==> src/rtl/efei_map.vh <==
// Register offsets, field positions, reset values and timing constants of the E1 event block.
// Functional notes
// While CRC multiframe in sync, count CRC-4 errors per one-second window; flag at 915.
// Excessive CRC-4 detection is suspended while CRC multiframe sync is lost.
// Any edge on each of five sync status bits sets its change flag.
// Flags stay set until software writes one to the bit; zero leaves them.
// Each flag has a read-write enable, reset zero; interrupt only for enabled set flags.
// Signaling multiframe start sets a flag, not updated while that sync is lost.
// CRC sub-multiframe start sets a flag, not updated while CRC sync is lost.
// CRC multiframe start sets a flag, not updated while CRC sync is lost.
// In signaling sync, a non-0000 alignment nibble raises one pattern error.
// In CRC sync, a non-001011 alignment signal raises one pattern error.
// In CRC sync, CRC-4 over a sub-multiframe mismatching next carried bits raises error.
// In basic frame sync, alignment errors raise events per configured criteria.
// A new alignment position differing from the held one sets the position flag.
// International bit of non-alignment frames goes to bit 7, held out of sync.
// International bit of alignment frames goes to bit 6, held out of sync.
// Excess CRC flag is bit 5; change flags bits 4..0; bits 7,6 reserved.
// Remote alarm bit of non-alignment frames goes to bit 5, held out of sync.
// Five national bits of non-alignment frames go to bits 4..0, held out of sync.
// Default counts each alignment bit error; word mode counts patterns; option adds NFAS errors. Code: one event per bad FAS word in both modes.
// An event in the same cycle as a clearing write keeps the flag set.
// Interrupt output is active low OR of enabled set flags.
`ifndef EFEI_MAP_VH
`define EFEI_MAP_VH
`define EFEI_ADDR_W 8
`define EFEI_IDX_EN1 8'h51
`define EFEI_IDX_FLG0 8'h52
`define EFEI_IDX_FLG1 8'h53
`define EFEI_IDX_TS0 8'h54
`define EFEI_IDX_CFG 8'h60
`define EFEI_IDX_EN0 8'h61
`define EFEI_IDX_STAT 8'h62
`define EFEI_CFG_WORD 0
`define EFEI_CFG_NFAS 1
`define EFEI_ST_BFRAME 0
`define EFEI_ST_CRCMF 2
`define EFEI_ST_SIGMF 3
`define EFEI_F1_ALPOS 0
`define EFEI_F1_ALERR 1
`define EFEI_F1_CRCERR 2
`define EFEI_F1_CMFERR 3
`define EFEI_F1_CMFST 4
`define EFEI_F1_SMFERR 5
`define EFEI_F1_SUBST 6
`define EFEI_F1_SMFST 7
`define EFEI_F0_EXCESS 5
`define EFEI_F0_MASK 8'h3f
`define EFEI_TS_SI_NF 7
`define EFEI_TS_SI_FA 6
`define EFEI_TS_RAI 5
`define EFEI_TS_NAT_HI 4
`define EFEI_RST8 8'h00
`define EFEI_ST_RST 5'h0d
`define EFEI_SMF_PATTERN 4'h0
`define EFEI_CMF_PATTERN 6'h0b
`define EFEI_FAS_PATTERN 7'h1b
`define EFEI_CRC_LIMIT 10'd915
`define EFEI_WINDOW_MS 1000
`define EFEI_CLK_KHZ 50000
`endif

==> src/rtl/efei_top.v <==
// E1 receive framer event flags, enables, interrupt and AHB-Lite register slave.
`timescale 1ns/1ps
`include "efei_map.vh"
module efei_top #(
    parameter WINDOW_CYCLES = `EFEI_WINDOW_MS * `EFEI_CLK_KHZ
) (
    input wire hclk,
    input wire hresetn,
    input wire hsel,
    input wire [31:0] haddr,
    input wire [1:0] htrans,
    input wire hwrite,
    input wire [2:0] hsize,
    input wire [31:0] hwdata,
    input wire hready,
    output reg [31:0] hrdata,
    output wire hreadyout,
    output wire hresp,
    input wire [4:0] sync_status,
    input wire sig_mf_start,
    input wire sig_mf_nibble_valid,
    input wire [3:0] sig_mf_nibble,
    input wire crc_submf_start,
    input wire crc_mf_start,
    input wire crc_mfas_valid,
    input wire [5:0] crc_mfas,
    input wire crc4_valid,
    input wire [3:0] crc4_calc,
    input wire [3:0] crc4_rx,
    input wire fas_valid,
    input wire [6:0] fas_word,
    input wire nfas_valid,
    input wire nfas_bit2,
    input wire [7:0] nfas_ts0,
    input wire fas_si,
    input wire align_found,
    input wire [8:0] align_pos,
    output wire int_n
);
    // Status bits: 4 interworking, 3 sig mf lost, 2 crc mf lost, 1 offline lost, 0 basic lost.
    reg [4:0] st_s1_r, st_s2_r, st_prev_r;
    reg [7:0] en0_r, en1_r, flg0_r, flg1_r, ts0_r;
    reg [1:0] cfg_r;
    reg wr_pend_r;
    reg [7:0] wr_idx_r;
    reg [31:0] win_cnt_r;
    reg [9:0] crc_cnt_r;
    reg [8:0] pos_r;
    reg pos_valid_r;
    reg [7:0] flg0_nxt, flg1_nxt;
    wire sig_sync, crc_sync, bf_sync, win_end, excess_ev;
    wire [7:0] ev1, clr0, clr1;
    wire [2:0] fas_bit_errs;
    wire fas_err_ev, nfas_err_ev;
    wire [1:0] fas_events;
    wire acc;

    function [2:0] popcnt7;
        input [6:0] v;
        integer i;
        begin
            popcnt7 = 3'd0;
            for (i = 0; i < 7; i = i + 1) begin
                popcnt7 = popcnt7 + {2'b00, v[i]};
            end
        end
    endfunction

    always @(posedge hclk or negedge hresetn) begin
        if (!hresetn) begin
            st_s1_r <= `EFEI_ST_RST;
            st_s2_r <= `EFEI_ST_RST;
            st_prev_r <= `EFEI_ST_RST;
        end else begin
            st_s1_r <= sync_status;
            st_s2_r <= st_s1_r;
            st_prev_r <= st_s2_r;
        end
    end

    assign sig_sync = ~st_s2_r[`EFEI_ST_SIGMF];
    assign crc_sync = ~st_s2_r[`EFEI_ST_CRCMF];
    assign bf_sync = ~st_s2_r[`EFEI_ST_BFRAME];

    // Fixed one-second window; errors only counted while CRC multiframe is in sync.
    assign win_end = (win_cnt_r == WINDOW_CYCLES - 1);
    assign excess_ev = crc_sync && crc4_valid && (crc4_calc != crc4_rx) &&
                       (crc_cnt_r == `EFEI_CRC_LIMIT - 10'd1);
    always @(posedge hclk or negedge hresetn) begin
        if (!hresetn) begin
            win_cnt_r <= 32'h0;
            crc_cnt_r <= 10'h0;
        end else begin
            win_cnt_r <= win_end ? 32'h0 : win_cnt_r + 32'h1;
            if (win_end || !crc_sync) begin
                crc_cnt_r <= 10'h0;
            end else if (crc4_valid && crc4_calc != crc4_rx &&
                         crc_cnt_r != `EFEI_CRC_LIMIT) begin
                crc_cnt_r <= crc_cnt_r + 10'h1;
            end
        end
    end

    // Alignment error events: one per errored FAS word in either mode, optionally plus NFAS bit errors.
    assign fas_bit_errs = popcnt7(fas_word ^ `EFEI_FAS_PATTERN);
    assign fas_err_ev = bf_sync && fas_valid && (fas_bit_errs != 3'd0);
    assign nfas_err_ev = bf_sync && nfas_valid && !nfas_bit2 && cfg_r[`EFEI_CFG_NFAS];
    assign fas_events = {1'b0, fas_err_ev} | {1'b0, nfas_err_ev};

    assign ev1[`EFEI_F1_SMFST] = sig_sync && sig_mf_start;
    assign ev1[`EFEI_F1_SUBST] = crc_sync && crc_submf_start;
    assign ev1[`EFEI_F1_SMFERR] = sig_sync && sig_mf_nibble_valid &&
                                  (sig_mf_nibble != `EFEI_SMF_PATTERN);
    assign ev1[`EFEI_F1_CMFST] = crc_sync && crc_mf_start;
    assign ev1[`EFEI_F1_CMFERR] = crc_sync && crc_mfas_valid &&
                                  (crc_mfas != `EFEI_CMF_PATTERN);
    assign ev1[`EFEI_F1_CRCERR] = crc_sync && crc4_valid && (crc4_calc != crc4_rx);
    assign ev1[`EFEI_F1_ALERR] = fas_events[0];
    assign ev1[`EFEI_F1_ALPOS] = align_found && pos_valid_r && (align_pos != pos_r);

    always @(posedge hclk or negedge hresetn) begin
        if (!hresetn) begin
            pos_r <= 9'h0;
            pos_valid_r <= 1'b0;
            ts0_r <= `EFEI_RST8;
        end else begin
            if (align_found) begin
                pos_r <= align_pos;
                pos_valid_r <= 1'b1;
            end
            if (bf_sync && nfas_valid) begin
                ts0_r[`EFEI_TS_SI_NF] <= nfas_ts0[`EFEI_TS_SI_NF];
                ts0_r[`EFEI_TS_RAI] <= nfas_ts0[`EFEI_TS_RAI];
                ts0_r[`EFEI_TS_NAT_HI:0] <= nfas_ts0[`EFEI_TS_NAT_HI:0];
            end
            if (bf_sync && fas_valid) begin
                ts0_r[`EFEI_TS_SI_FA] <= fas_si;
            end
        end
    end

    // AHB-Lite slave: zero wait states, always OKAY; registers at word index times four.
    assign hreadyout = 1'b1;
    assign hresp = 1'b0;
    assign acc = hsel && hready && htrans[1];
    assign clr0 = (wr_pend_r && wr_idx_r == `EFEI_IDX_FLG0) ? hwdata[7:0] : 8'h00;
    assign clr1 = (wr_pend_r && wr_idx_r == `EFEI_IDX_FLG1) ? hwdata[7:0] : 8'h00;

    always @* begin
        flg0_nxt = flg0_r & ~clr0;
        flg0_nxt[4:0] = flg0_nxt[4:0] | (st_s2_r ^ st_prev_r);
        flg0_nxt[`EFEI_F0_EXCESS] = flg0_nxt[`EFEI_F0_EXCESS] | excess_ev;
        flg0_nxt = flg0_nxt & `EFEI_F0_MASK;
        flg1_nxt = (flg1_r & ~clr1) | ev1;
    end

    always @(posedge hclk or negedge hresetn) begin
        if (!hresetn) begin
            wr_pend_r <= 1'b0;
            wr_idx_r <= 8'h0;
            hrdata <= 32'h0;
            en0_r <= `EFEI_RST8;
            en1_r <= `EFEI_RST8;
            cfg_r <= 2'b00;
            flg0_r <= `EFEI_RST8;
            flg1_r <= `EFEI_RST8;
        end else begin
            flg0_r <= flg0_nxt;
            flg1_r <= flg1_nxt;
            wr_pend_r <= acc && hwrite;
            wr_idx_r <= haddr[`EFEI_ADDR_W+1:2];
            if (wr_pend_r) begin
                case (wr_idx_r)
                    `EFEI_IDX_EN1: en1_r <= hwdata[7:0];
                    `EFEI_IDX_EN0: en0_r <= hwdata[7:0] & `EFEI_F0_MASK;
                    `EFEI_IDX_CFG: cfg_r <= hwdata[1:0];
                    default: cfg_r <= cfg_r;
                endcase
            end
            if (acc && !hwrite) begin
                case (haddr[`EFEI_ADDR_W+1:2])
                    `EFEI_IDX_EN1: hrdata <= {24'h0, en1_r};
                    `EFEI_IDX_FLG0: hrdata <= {24'h0, flg0_r};
                    `EFEI_IDX_FLG1: hrdata <= {24'h0, flg1_r};
                    `EFEI_IDX_TS0: hrdata <= {24'h0, ts0_r};
                    `EFEI_IDX_CFG: hrdata <= {30'h0, cfg_r};
                    `EFEI_IDX_EN0: hrdata <= {24'h0, en0_r};
                    `EFEI_IDX_STAT: hrdata <= {27'h0, st_s2_r};
                    default: hrdata <= 32'h0;
                endcase
            end
        end
    end

    assign int_n = ~(|(flg0_r & en0_r) | |(flg1_r & en1_r));
endmodule

==> config.mk <==
export PLATFORM = sky130hd
export DESIGN_NAME = efei_top
export DESIGN_NICKNAME = d
export VERILOG_FILES = /design/src/rtl/efei_top.v
export VERILOG_INCLUDE_DIRS = /design/src /design/src/rtl
export SDC_FILE = /design/constraint.sdc
export NUM_CORES = 1
export LEC_CHECK = 0
export BUFFER_PORTS_ARGS = -buffer_cell sky130_fd_sc_hd__buf_4
export CAP_MARGIN = 15
export CORE_ASPECT_RATIO = 0.8
export CORE_UTILIZATION = 53
export CTS_CLUSTER_DIAMETER = 40
export DETAILED_ROUTE_END_ITERATION = 8
export PLACE_DENSITY_LB_ADDON = 0.3
export SYNTH_ARGS = -nofsm -noshare
export SYNTH_HDL_FRONTEND = slang
export SYNTH_SLANG_ARGS = --single-unit
==> constraint.sdc <==
create_clock -name hclk -period 2.41 [get_ports hclk]
set_input_delay 0.482 -clock hclk [delete_from_list [all_inputs] [get_ports hclk]]
set_output_delay 0.482 -clock hclk [all_outputs]
set_load 0.02 [all_outputs]
==> metrics.md, run 1 <==
| Metric | Value |
|---|---|
| Outcome | finished with violations |
| Failing checks | setup timing |
| Root Driver | clkbuf_16 |
| P&R area growth vs syn | 23.31% |
| Reg clk slew, reported paths | 0.05 ns |
| Final setup margin | -0.2172 ns |
| Maxcap violations | 0 |
| Hold_buf cts | 0 |
| Final ANT Viol Nets | 0 |
| Gr usage total | 24.87% |
| Bufs on Longest Clock Path | 2 |
| Total wire length | 13,420 microns |
| Buffers on Ports | 87 |
| Clock period minus worst slack | 2.627 ns |
| Vias | 4,498 |
| Synthesized instance count | 535 |
| Initial DRC count | 361 |
| Register area share after synthesis | 50.98% |
| Met3 routed WL | 840 microns |
| # setup viols final | 1 |
| Layout Skew | 0.008192 ns |
| Mapped Area | 6011 sq um |
| Async SR Flop Fraction | 100.0% |
| Setup TNS | -0.2172 ns |
| Final core utilization | 67.53% |
| Worst path required time | 2.69 ns |
| Lkg Pwr | 3.257 nW |
| Syn Area/Cell | 11.24 sq um |
| Top_reg_cell synth | dfrtp_1 |
| Global-route wire length before repair | 22,410 microns |
| DRC | 0 |
| Ys Warns | 0 |
| Clock sink count | 122 |
| Post-DP HPWL | 9468 microns |
| DIE WIDTH | 121.1 microns |
| Final hold vios | 0 |
| Fill count | 859 |
| Vias per cell | 5.679 |
| Largest stage delay, worst path | 0.53 ns |
| GP Congestion | 0.8494 |
| EDFF count, synth | 0 |
| Total gr overflow | 0 |
| Register bit total from synthesis | 122 |
| Buf/Inv on CP | 2 |
| Vias in the first global route | 4,556 |
| Worst slew margin | 57.94% |
| DR top layer | met4 |
| Die Footprint | 11,770 sq um |
| Total CTS buffers | 17 |
| Iteration count of the initial detailed-routing pass | 5 |
| Post-synth cell types | 59 |
| Nets | 774 |
| CP endpoint kind | flop |
| CP Class | in2reg |
| Synth top area share | 47.04% |
| Area contributors post-synth | dfrtp_1, mux2_2, dfstp_2 |
| Post-synth top area cell | dfrtp_1 |
| Tot Pwr | 0.005358 W |
| Final Cycle Share | 109.0% |
| Htree depth | 4 |
| CTS tree | done |
| Worst-Skew Late Latency | 0.41 ns |
| Met2 Wirelength | 6327 microns |
| Kind of start point of the critical path | primary input |
| Slew Limit Fails | 0 |
| RSZ-0062 raised after global routing | true |
| Pwr dens | 722.9 nW/um^2 |
| Ports | 167 |
| Row count | 34 |
| Share of cells above drive strength 1 | 30.25% |
| Peak Freq | 0.3806 GHz |
| # diodes | 0 |
| Initial Utilization | 54.77% |
| CP max stage cell | fa_1 |
| Initial antenna violation count | 0 |
| Most used cell, CP | fa_1 |
| Die height | 97.25 microns |
| HP Class | in2async |
| CP top delay family | adder cells |
| Met1 wire length | 6060 microns |
| Largest net degree at the start of global routing | 45 |
| Core Region | 10,980 sq um |
| Tightest Pin Transition | 0.6295 ns |
| CP Max Fanout | 1 |
| Crit path cell chain | buf_6 -> fa_1 -> inv_1 -> fa_1 -> fa_2 -> fa_1 -> or3_1 -> a21oi_2 -> o2bb2ai_1 |
| VDD IR max | 0.0004934 V |
| Crit path DAT | 2.91 ns |
| WL per Instance | 16.94 microns |
per-stage QoR:
step / hold slack, ns / cell area (sq um) / worst slack (ns) / cells
6_report: 0.07172 / 7412 / -0.2172 / 792
5_1_grt: 0.1042 / 7412 / -0.2950 / 792
4_1_cts: 0.08019 / 7408 / -0.2089 / 792
3_5_place_dp: 0.3418 / 6775 / -0.7380 / 760
3_3_place_gp: 0.3458 / 6775 / -0.6480 / 760
2_1_floorplan: 0.1864 / 6103 / -0.4956 / 559
routing by layer:
metal / vias up / track usage, %
li1: 2057 / -
met1: 2223 / 35.11
met2: 200 / 38.24
met3: 18 / 4.930
met4: 0 / 8.737
met5: - / 0
flip-flops by register name, summed over array words and instances, names as in the netlist:
| register | flops |
|---|---|
| win_cnt_r | 32 |
| crc_cnt_r | 10 |
| pos_r | 9 |
| en1_r | 8 |
| flg1_r | 8 |
| hrdata | 8 |
| ts0_r | 8 |
| wr_idx_r | 8 |
| en0_r | 6 |
| flg0_r | 6 |
| st_prev_r | 5 |
| st_s1_r | 5 |
| st_s2_r | 5 |
| cfg_r | 2 |
| pos_valid_r | 1 |
| wr_pend_r | 1 |
cells in the mapped netlist (7+ instances only):
cell type,count
mux2_2,38
nor3_1,17
xor2_1,27
nand4_1,8
dfstp_2,9
inv_1,15
nor2_1,38
dfrtp_1,113
nand3_1,23
o21ai_0,11
buf_4,30
a22oi_1,15
nand2_1,38
xnor2_1,27
nor4_1,9
and3_1,7
a21oi_1,8
a21o_1,7
cells in the final DEF (no fill, tap or decap), types with 3 or more instances in the layout:
master | netlist | layout
nand2_1 | 38 | 38
clkinv_2 | 0 | 3
and3_2 | 3 | 3
mux2i_1 | 5 | 5
o21ai_0 | 11 | 11
xnor2_1 | 27 | 27
a32o_1 | 4 | 4
clkbuf_16 | 0 | 17
bufinv_16 | 0 | 4
dfstp_2 | 9 | 9
fa_1 | 4 | 3
nor2b_1 | 6 | 6
a22o_1 | 4 | 4
nor4b_1 | 6 | 6
a21oi_1 | 8 | 7
nor3_1 | 17 | 17
inv_1 | 15 | 15
nand3_1 | 23 | 23
mux2_2 | 38 | 38
buf_12 | 0 | 3
nor3_2 | 4 | 4
a221oi_1 | 4 | 4
conb_1 | 2 | 26
xor2_1 | 27 | 27
a21o_1 | 7 | 7
nor2_1 | 38 | 38
and3_1 | 7 | 7
nor4bb_1 | 4 | 4
nor3b_1 | 3 | 3
clkinv_4 | 0 | 3
o22ai_1 | 4 | 4
buf_4 | 30 | 93
dfrtp_1 | 113 | 113
ha_1 | 3 | 3
a22oi_1 | 15 | 15
nand4_1 | 8 | 8
nor4_1 | 9 | 9
timing repair:
item                       in CTS  in global routing
setup endpoints to repair       1                  1
resized for setup               1                  1
pin swaps                       2                  0
setup buffers                   0                  0
power breakdown:
group / internal (W) / switching, W / total, W
Sequential: 0.00215 / 0.0000687 / 0.00221
Combinational: 0.000231 / 0.000243 / 0.000474
Clock: 0.00178 / 0.000885 / 0.00267
Total: 0.00416 / 0.00120 / 0.00536
worst register-to-register path, delay by kind of cell, from the launching register on:
family | cells | cell delay [ns]
and+or+nand+nor | 4 | 0.98
DFF | 1 | 0.42
adders and majority gates | 1 | 0.37
AOI/OAI and AO/OA | 1 | 0.25
path summary, 6_finish.rpt:
| kind | start | endpoint | slack [ns] | cells after the start |
|---|---|---|---|---|
| worst max-delay path | fas_word[0] | flg1_r[1] | -0.22 | 9 |
| worst max register to register | win_cnt_r[0] | win_cnt_r[5] | 0.29 | 6 |
| worst min-delay path | hresetn | st_s2_r[1] | 0.07 | 1 |
| max in group asynchronous | hresetn | st_s2_r[0] | 1.65 | 2 |
| worst min register to register | st_s1_r[0] | st_s2_r[0] | 0.35 | 0 |
| min in group hclk | sync_status[3] | st_s1_r[3] | 0.18 | 1 |
kinds of logic after synthesis:
group | synth area share (%)
AO/OA/AOI/OAI | 8.014
XOR/XNOR | 7.869
adder cells (fa/ha/maj) | 1.957
buffers and inverters | 5.495
flip-flops | 50.98
multiplexers | 7.952
other | 0.1249
AND/OR/NAND/NOR | 17.61
area by class of cell:
type	count	area, sq um	share of cell area (%)
tap	144	180.2	2.431
timing repair buffer	97	769.5	10.38
clock buffer	21	460.4	6.212
sequential	122	3064	41.34
multi-input combinational	382	2713	36.60
inverter	15	56.30	0.7596
clock inverter	11	168.9	2.279
Power figures use the tool's default switching activity.
==> run 2, diff against run 1 <==
- CAP_MARGIN: 15 -> 20
- clock period: 2.41 -> 2.5 ns (I/O delays scaled with it)
==> metrics.md, run 2 (synthesized netlist as in run 1, its figures left out) <==
| Metric | Value |
|---|---|
| Outcome | finished with violations |
| Failing checks | setup timing |
| Reg2Reg Setup Slack | 0.40 ns (+0.11 ns) |
| CP max stage cell | fa_1 |
| Worst slew margin | 59.05% (+1.1 points) |
| # setup viols final | 1 (unchanged) |
| Initial antenna violation count | 0 (unchanged) |
| CP Class | in2reg |
| Lkg Pwr | 3.260 nW (about the same) |
| Final setup margin | -0.1883 ns (+0.02899 ns) |
| Post-DP HPWL | 9639 microns (+1.8%) |
| Global-route wire length before repair | 22,330 microns (-0.37%) |
| VDD IR max | 0.0006125 V (+24%) |
| Largest net degree at the start of global routing | 46 (+2.2%) |
| Capture point of the worst reg-to-reg path | crc_cnt_r[2] |
| Die height | 97.25 microns (unchanged) |
| End of the critical path | flg1_r[1] |
| Total gr overflow | 0 (unchanged) |
| Worst path required time | 2.80 ns (+0.11 ns) |
| Peak Freq | 0.3720 GHz |
| Buffers on Ports | 87 (unchanged) |
| Total wire length | 13,430 microns (about the same) |
| Largest registers | win_cnt_r x32, crc_cnt_r x10, pos_r x9 |
| Hold_buf cts | 0 (unchanged) |
| Number of post-CTS setup repair buffers | 0 (unchanged) |
| Most used cell, CP | fa_1 |
| P&R area growth vs syn | 23.92% |
| Nets | 774 (unchanged) |
| Worst-Skew Late Latency | 0.41 ns (about the same) |
| RSZ-0062 raised after global routing | true |
| Core Region | 10,980 sq um (unchanged) |
| Maxcap violations | 0 (unchanged) |
| GP Congestion | 0.8543 (+0.58%) |
| Die Footprint | 11,770 sq um (unchanged) |
| Clock sink count | 122 (unchanged) |
| R2R cell count | 6 (unchanged) |
| Initial Utilization | 54.77% (unchanged) |
| Crit path DAT | 2.99 ns (+0.08 ns) |
| Slew Limit Fails | 0 (unchanged) |
| # diodes | 0 (unchanged) |
| Final Cycle Share | 107.5% |
| CP endpoint kind | flop |
| DRC | 0 (unchanged) |
| Commonest non-fill, non-tap cell in the layout | dfrtp_1 |
| Htree depth | 4 (unchanged) |
| Ports | 167 (unchanged) |
| HP Class | in2async |
| CTS tree | done |
| Gr usage total | 24.81% (-0.054 points) |
| Reg with most FFs | win_cnt_r |
| Clock period minus worst slack | 2.688 ns |
| Most frequent cells in the layout | dfrtp_1, buf_4, nand2_1, nor2_1, mux2_2 |
| Reg2Reg Launch Point | win_cnt_r[0] |
| Worst setup path startpoint | fas_word[0] |
| Largest stage delay, worst path | 0.53 ns (about the same) |
| Initial DRC count | 322 (-11%) |
| Final ANT Viol Nets | 0 (unchanged) |
| Layout Skew | 0.004995 ns (-0.003198 ns) |
| Final hold vios | 0 (unchanged) |
| Row count | 34 (unchanged) |
| WL per Instance | 16.96 microns (about the same) |
| Iteration count of the initial detailed-routing pass | 5 (unchanged) |
| Bufs on Longest Clock Path | 2 (unchanged) |
| Vias | 4,457 (-0.91%) |
| Share of cells above drive strength 1 | 30.86% (+0.62 points) |
| Pwr dens | 711.5 nW/um^2 (-1.6%) |
| Max reg flops | 32 (unchanged) |
| Vias in the first global route | 4,515 (-0.90%) |
| Root Driver | clkbuf_16 |
| DIE WIDTH | 121.1 microns (unchanged) |
| CP Max Fanout | 1 (unchanged) |
| Reg clk slew, reported paths | 0.06 ns (about the same) |
| Total CTS buffers | 17 (unchanged) |
| Kind of start point of the critical path | primary input |
| Crit path cell chain | buf_6 -> fa_1 -> inv_1 -> fa_1 -> fa_2 -> fa_1 -> or3_4 -> a21oi_4 -> o2bb2ai_2 |
| Tightest Pin Transition | 0.6060 ns (-0.02354 ns) |
| Vias per cell | 5.628 (-0.91%) |
| Setup TNS | -0.1883 ns (+0.02899 ns) |
| Post-place setup slack | -0.7067 ns (+0.03130 ns) |
## run 2: layout make-up
type                    instances  area (sq um)
fillers                       823          3527
inverters                      15         56.30
clock inverters                14         220.2
multi-input cells             382          2731
well taps                     144         180.2
clock buffers                  18         439.2
repair buffers                 97         757.0
flip-flops and latches        122          3064
## run 2: how the worst min path moves through the flow
stage                      end  slack, ns       start
floorplan             cfg_r[0]       0.20     hresetn
global placement    st_s2_r[0]       0.35  st_s1_r[0]
detailed placement  st_s2_r[0]       0.35  st_s1_r[0]
CTS                   ts0_r[6]       0.08     hresetn
global route        st_s1_r[1]       0.11     hresetn
finish              st_s1_r[1]       0.07     hresetn
## run 2: power breakdown
group	switching [W]	internal, W
Clock	0.000899	0.00180
Combinational	0.000240	0.000229
Sequential	0.0000659	0.00207
## run 2: critical path: cells and delay by family
family	cells	cell delay, ns
adder cells (fa/ha/maj)	4	1.78
AND/OR/NAND/NOR	1	0.35
AO/OA/AOI/OAI	2	0.21
buffers and inverters	2	0.14
## run 2: metrics by stage
step | hold slack [ns] | cells | power (W) | util (%) | area (sq um)
floorplan | 0.2044 | 559 | 0.002410 | - | 6103
global placement | 0.3461 | 760 | 0.002599 | 61.62 | 6763
detailed placement | 0.3498 | 760 | 0.002624 | 61.62 | 6763
CTS | 0.08135 | 792 | 0.005329 | 67.69 | 7430
global route | 0.1088 | 792 | 0.005481 | 67.86 | 7448
finish | 0.06612 | 792 | 0.005300 | 67.86 | 7448
## run 2: what timing repair did
item / in CTS / in global routing
endpoints found under the setup margin: 1 / 1
gates resized for setup: 2 / 3
pin swaps: 3 / 1
## run 2: per-layer routing
metal | vias up | GRT usage (%) | wire [microns]
li1 | 2058 | - | -
met1 | 2200 | 34.04 | 5928
met2 | 173 | 38.11 | 6237
met3 | 26 | 5.106 | 978
met4 | 0 | 10.92 | 285
met5 | - | 0 | 0
==> run 3, diff against run 2 <==
- PLACE_DENSITY: not set -> 0.81
- PLACE_DENSITY_LB_ADDON: 0.3 -> not set
==> metrics.md, run 3 (synthesized netlist as in run 1, its figures left out) <==
| Metric | Value |
|---|---|
| Share of cells above drive strength 1 | 30.86% (unchanged) |
| Row count | 34 (unchanged) |
| Worst path required time | 2.80 ns (about the same) |
| End of the critical path | flg1_r[1] |
| Die Footprint | 11,770 sq um (unchanged) |
| Vias | 4,446 (-0.25%) |
| Root Driver | clkbuf_16 |
| Reg2Reg Launch Point | wr_idx_r[5] |
| Clock sink count | 122 (unchanged) |
| CP Class | in2reg |
| Post-DP Area | 6750 sq um (-0.19%) |
| Final hold vios | 0 (unchanged) |
| Vias in the first global route | 4,544 (+0.64%) |
| Setup TNS | -0.1358 ns (+0.05250 ns) |
| Non-filler cells, final | 792 (unchanged) |
| Initial antenna violation count | 0 (unchanged) |
| GP Congestion | 0.9010 (+5.5%) |
| Lkg Pwr | 3.238 nW (-0.69%) |
| Commonest non-fill, non-tap cell in the layout | dfrtp_1 |
| Kind of start point of the critical path | primary input |
| Reg2Reg Setup Slack | 0.34 ns (-0.06 ns) |
| CP Max Fanout | 1 (unchanged) |
| Finished Cell Area | 7387 sq um (-0.82%) |
| Buffers on Ports | 87 (unchanged) |
| Ports | 167 (unchanged) |
| Peak Freq | 0.3794 GHz (+2.0%) |
| Die height | 97.25 microns (unchanged) |
| Largest registers | win_cnt_r x32, crc_cnt_r x10, pos_r x9 |
| Capture point of the worst reg-to-reg path | flg0_r[5] |
| Global-route wire length before repair | 21,850 microns (-2.1%) |
| Reg with most FFs | win_cnt_r |
| Vias per cell | 5.614 (-0.25%) |
| Post-place setup slack | -0.6374 ns (+0.06934 ns) |
| RSZ-0062 raised after global routing | true |
| Max reg flops | 32 (unchanged) |
| Gr usage total | 24.31% (-0.50 points) |
| Reg clk slew, reported paths | 0.06 ns (about the same) |
| Number of post-CTS setup repair buffers | 0 (unchanged) |
| Worst-Skew Late Latency | 0.41 ns (about the same) |
| Iteration count of the initial detailed-routing pass | 5 (unchanged) |
| Failing checks | setup timing |
| # diodes | 0 (unchanged) |
| Final setup margin | -0.1358 ns (+0.05250 ns) |
| Bufs on Longest Clock Path | 2 (unchanged) |
| Largest net degree at the start of global routing | 49 (+6.5%) |
| Tightest Pin Transition | 0.6969 ns (+0.09089 ns) |
| Initial Utilization | 54.77% (unchanged) |
| Placed insts | 760 (unchanged) |
| Core Region | 10,980 sq um (unchanged) |
| Initial DRC count | 366 (+14%) |
| CTS tree | done |
| Hold_buf cts | 0 (unchanged) |
| Clock period minus worst slack | 2.636 ns (-0.05250 ns) |
| DIE WIDTH | 121.1 microns (unchanged) |
| Total gr overflow | 0 (unchanged) |
| # setup viols final | 1 (unchanged) |
| Total wire length | 13,230 microns (-1.5%) |
| Post-DP HPWL | 9510 microns (-1.3%) |
| Final Cycle Share | 105.4% (-2.1 points) |
| Total CTS buffers | 17 (unchanged) |
| Slew Limit Fails | 0 (unchanged) |
| CP endpoint kind | flop |
| Fill count | 825 (+0.24%) |
| Htree depth | 4 (unchanged) |
| Pwr dens | 691.2 nW/um^2 (-2.9%) |
| Nets | 774 (unchanged) |
| R2R cell count | 5 (-1) |
| WL per Instance | 16.71 microns (-1.5%) |
| HP Class | in2async |
| Final ANT Viol Nets | 0 (unchanged) |
| Crit path DAT | 2.94 ns (-0.05 ns) |
| VDD IR max | 0.0004041 V (-34%) |
| Layout Skew | 0.008826 ns (+0.003832 ns) |
| Worst setup path startpoint | fas_word[0] |
| P&R area growth vs syn | 22.90% |
| Most frequent cells in the layout | dfrtp_1, buf_4, nand2_1, nor2_1, mux2_2 |
| Outcome | finished with violations |
| Worst slew margin | 53.45% (-5.6 points) |
| Maxcap violations | 0 (unchanged) |
| DRC | 0 (unchanged) |
==> run 3: layout make-up <==
class	count	area, sq um	area share, %
flip-flops and latches	122	3064	41.48
multi-input cells	382	2719	36.81
repair buffers	97	744.5	10.08
clock buffers	19	452.9	6.131
well taps	144	180.2	2.439
clock inverters	13	170.2	2.304
inverters	15	56.30	0.7622
==> run 3: report_power, final <==
| group | internal [W] | total [W] | switching (W) |
|---|---|---|---|
| clock | 0.00163 | 0.00252 | 0.000895 |
| combinational | 0.000222 | 0.000453 | 0.000232 |
| sequential | 0.00207 | 0.00213 | 0.0000643 |
| total | 0.00391 | 0.00511 | 0.00119 |
==> run 3: metrics by stage <==
| step | total power, W | util, % | hold slack (ns) |
|---|---|---|---|
| final | 0.005106 | 67.31 | 0.1070 |
| after global routing | 0.005309 | 67.31 | 0.1467 |
| after CTS | 0.005142 | 67.21 | 0.1148 |
| after detailed placement | 0.002616 | 61.50 | 0.3403 |
| after global placement | 0.002592 | 61.50 | 0.3392 |
| after floorplan | 0.002410 | - | 0.2044 |
==> run 3: how the worst min path moves through the flow <==
stage / start / end / slack (ns) / cells after the start
floorplan: hresetn / cfg_r[0] / 0.20 / 0
global placement: st_s1_r[4] / st_s2_r[4] / 0.34 / 0
detailed placement: st_s1_r[4] / st_s2_r[4] / 0.34 / 0
CTS: hresetn / en1_r[4] / 0.11 / 1
global route: hresetn / flg0_r[0] / 0.15 / 1
finish: hresetn / flg0_r[0] / 0.11 / 1
==> run 3: critical path, stage by stage <==
cell and delay [ns]:
buf_6 0.09, fa_1 0.53, inv_1 0.05, fa_1 0.46, fa_2 0.36, fa_1 0.42, or3_1 0.32, a21oi_2 0.14
o2bb2ai_2 0.06
==> run 3: timing repair <==
| item | 4_1_cts | 5_1_grt |
|---|---|---|
| endpoints found under the setup margin | 1 | 1 |
| pin swaps | 2 | 0 |
| hold endpoints to repair | 0 | 0 |
| gates resized for setup | 1 | 3 |
| gates cloned | 0 | 0 |
==> run 3: per-layer routing <==
metal / track usage (%) / wire length [microns] / up-vias
li1: - / - / 2068
met1: 30.14 / 5577 / 2170
met2: 39.87 / 6546 / 178
met3: 7.218 / 827 / 30
met4: 9.497 / 283 / 0
met5: 0 / 0 / -
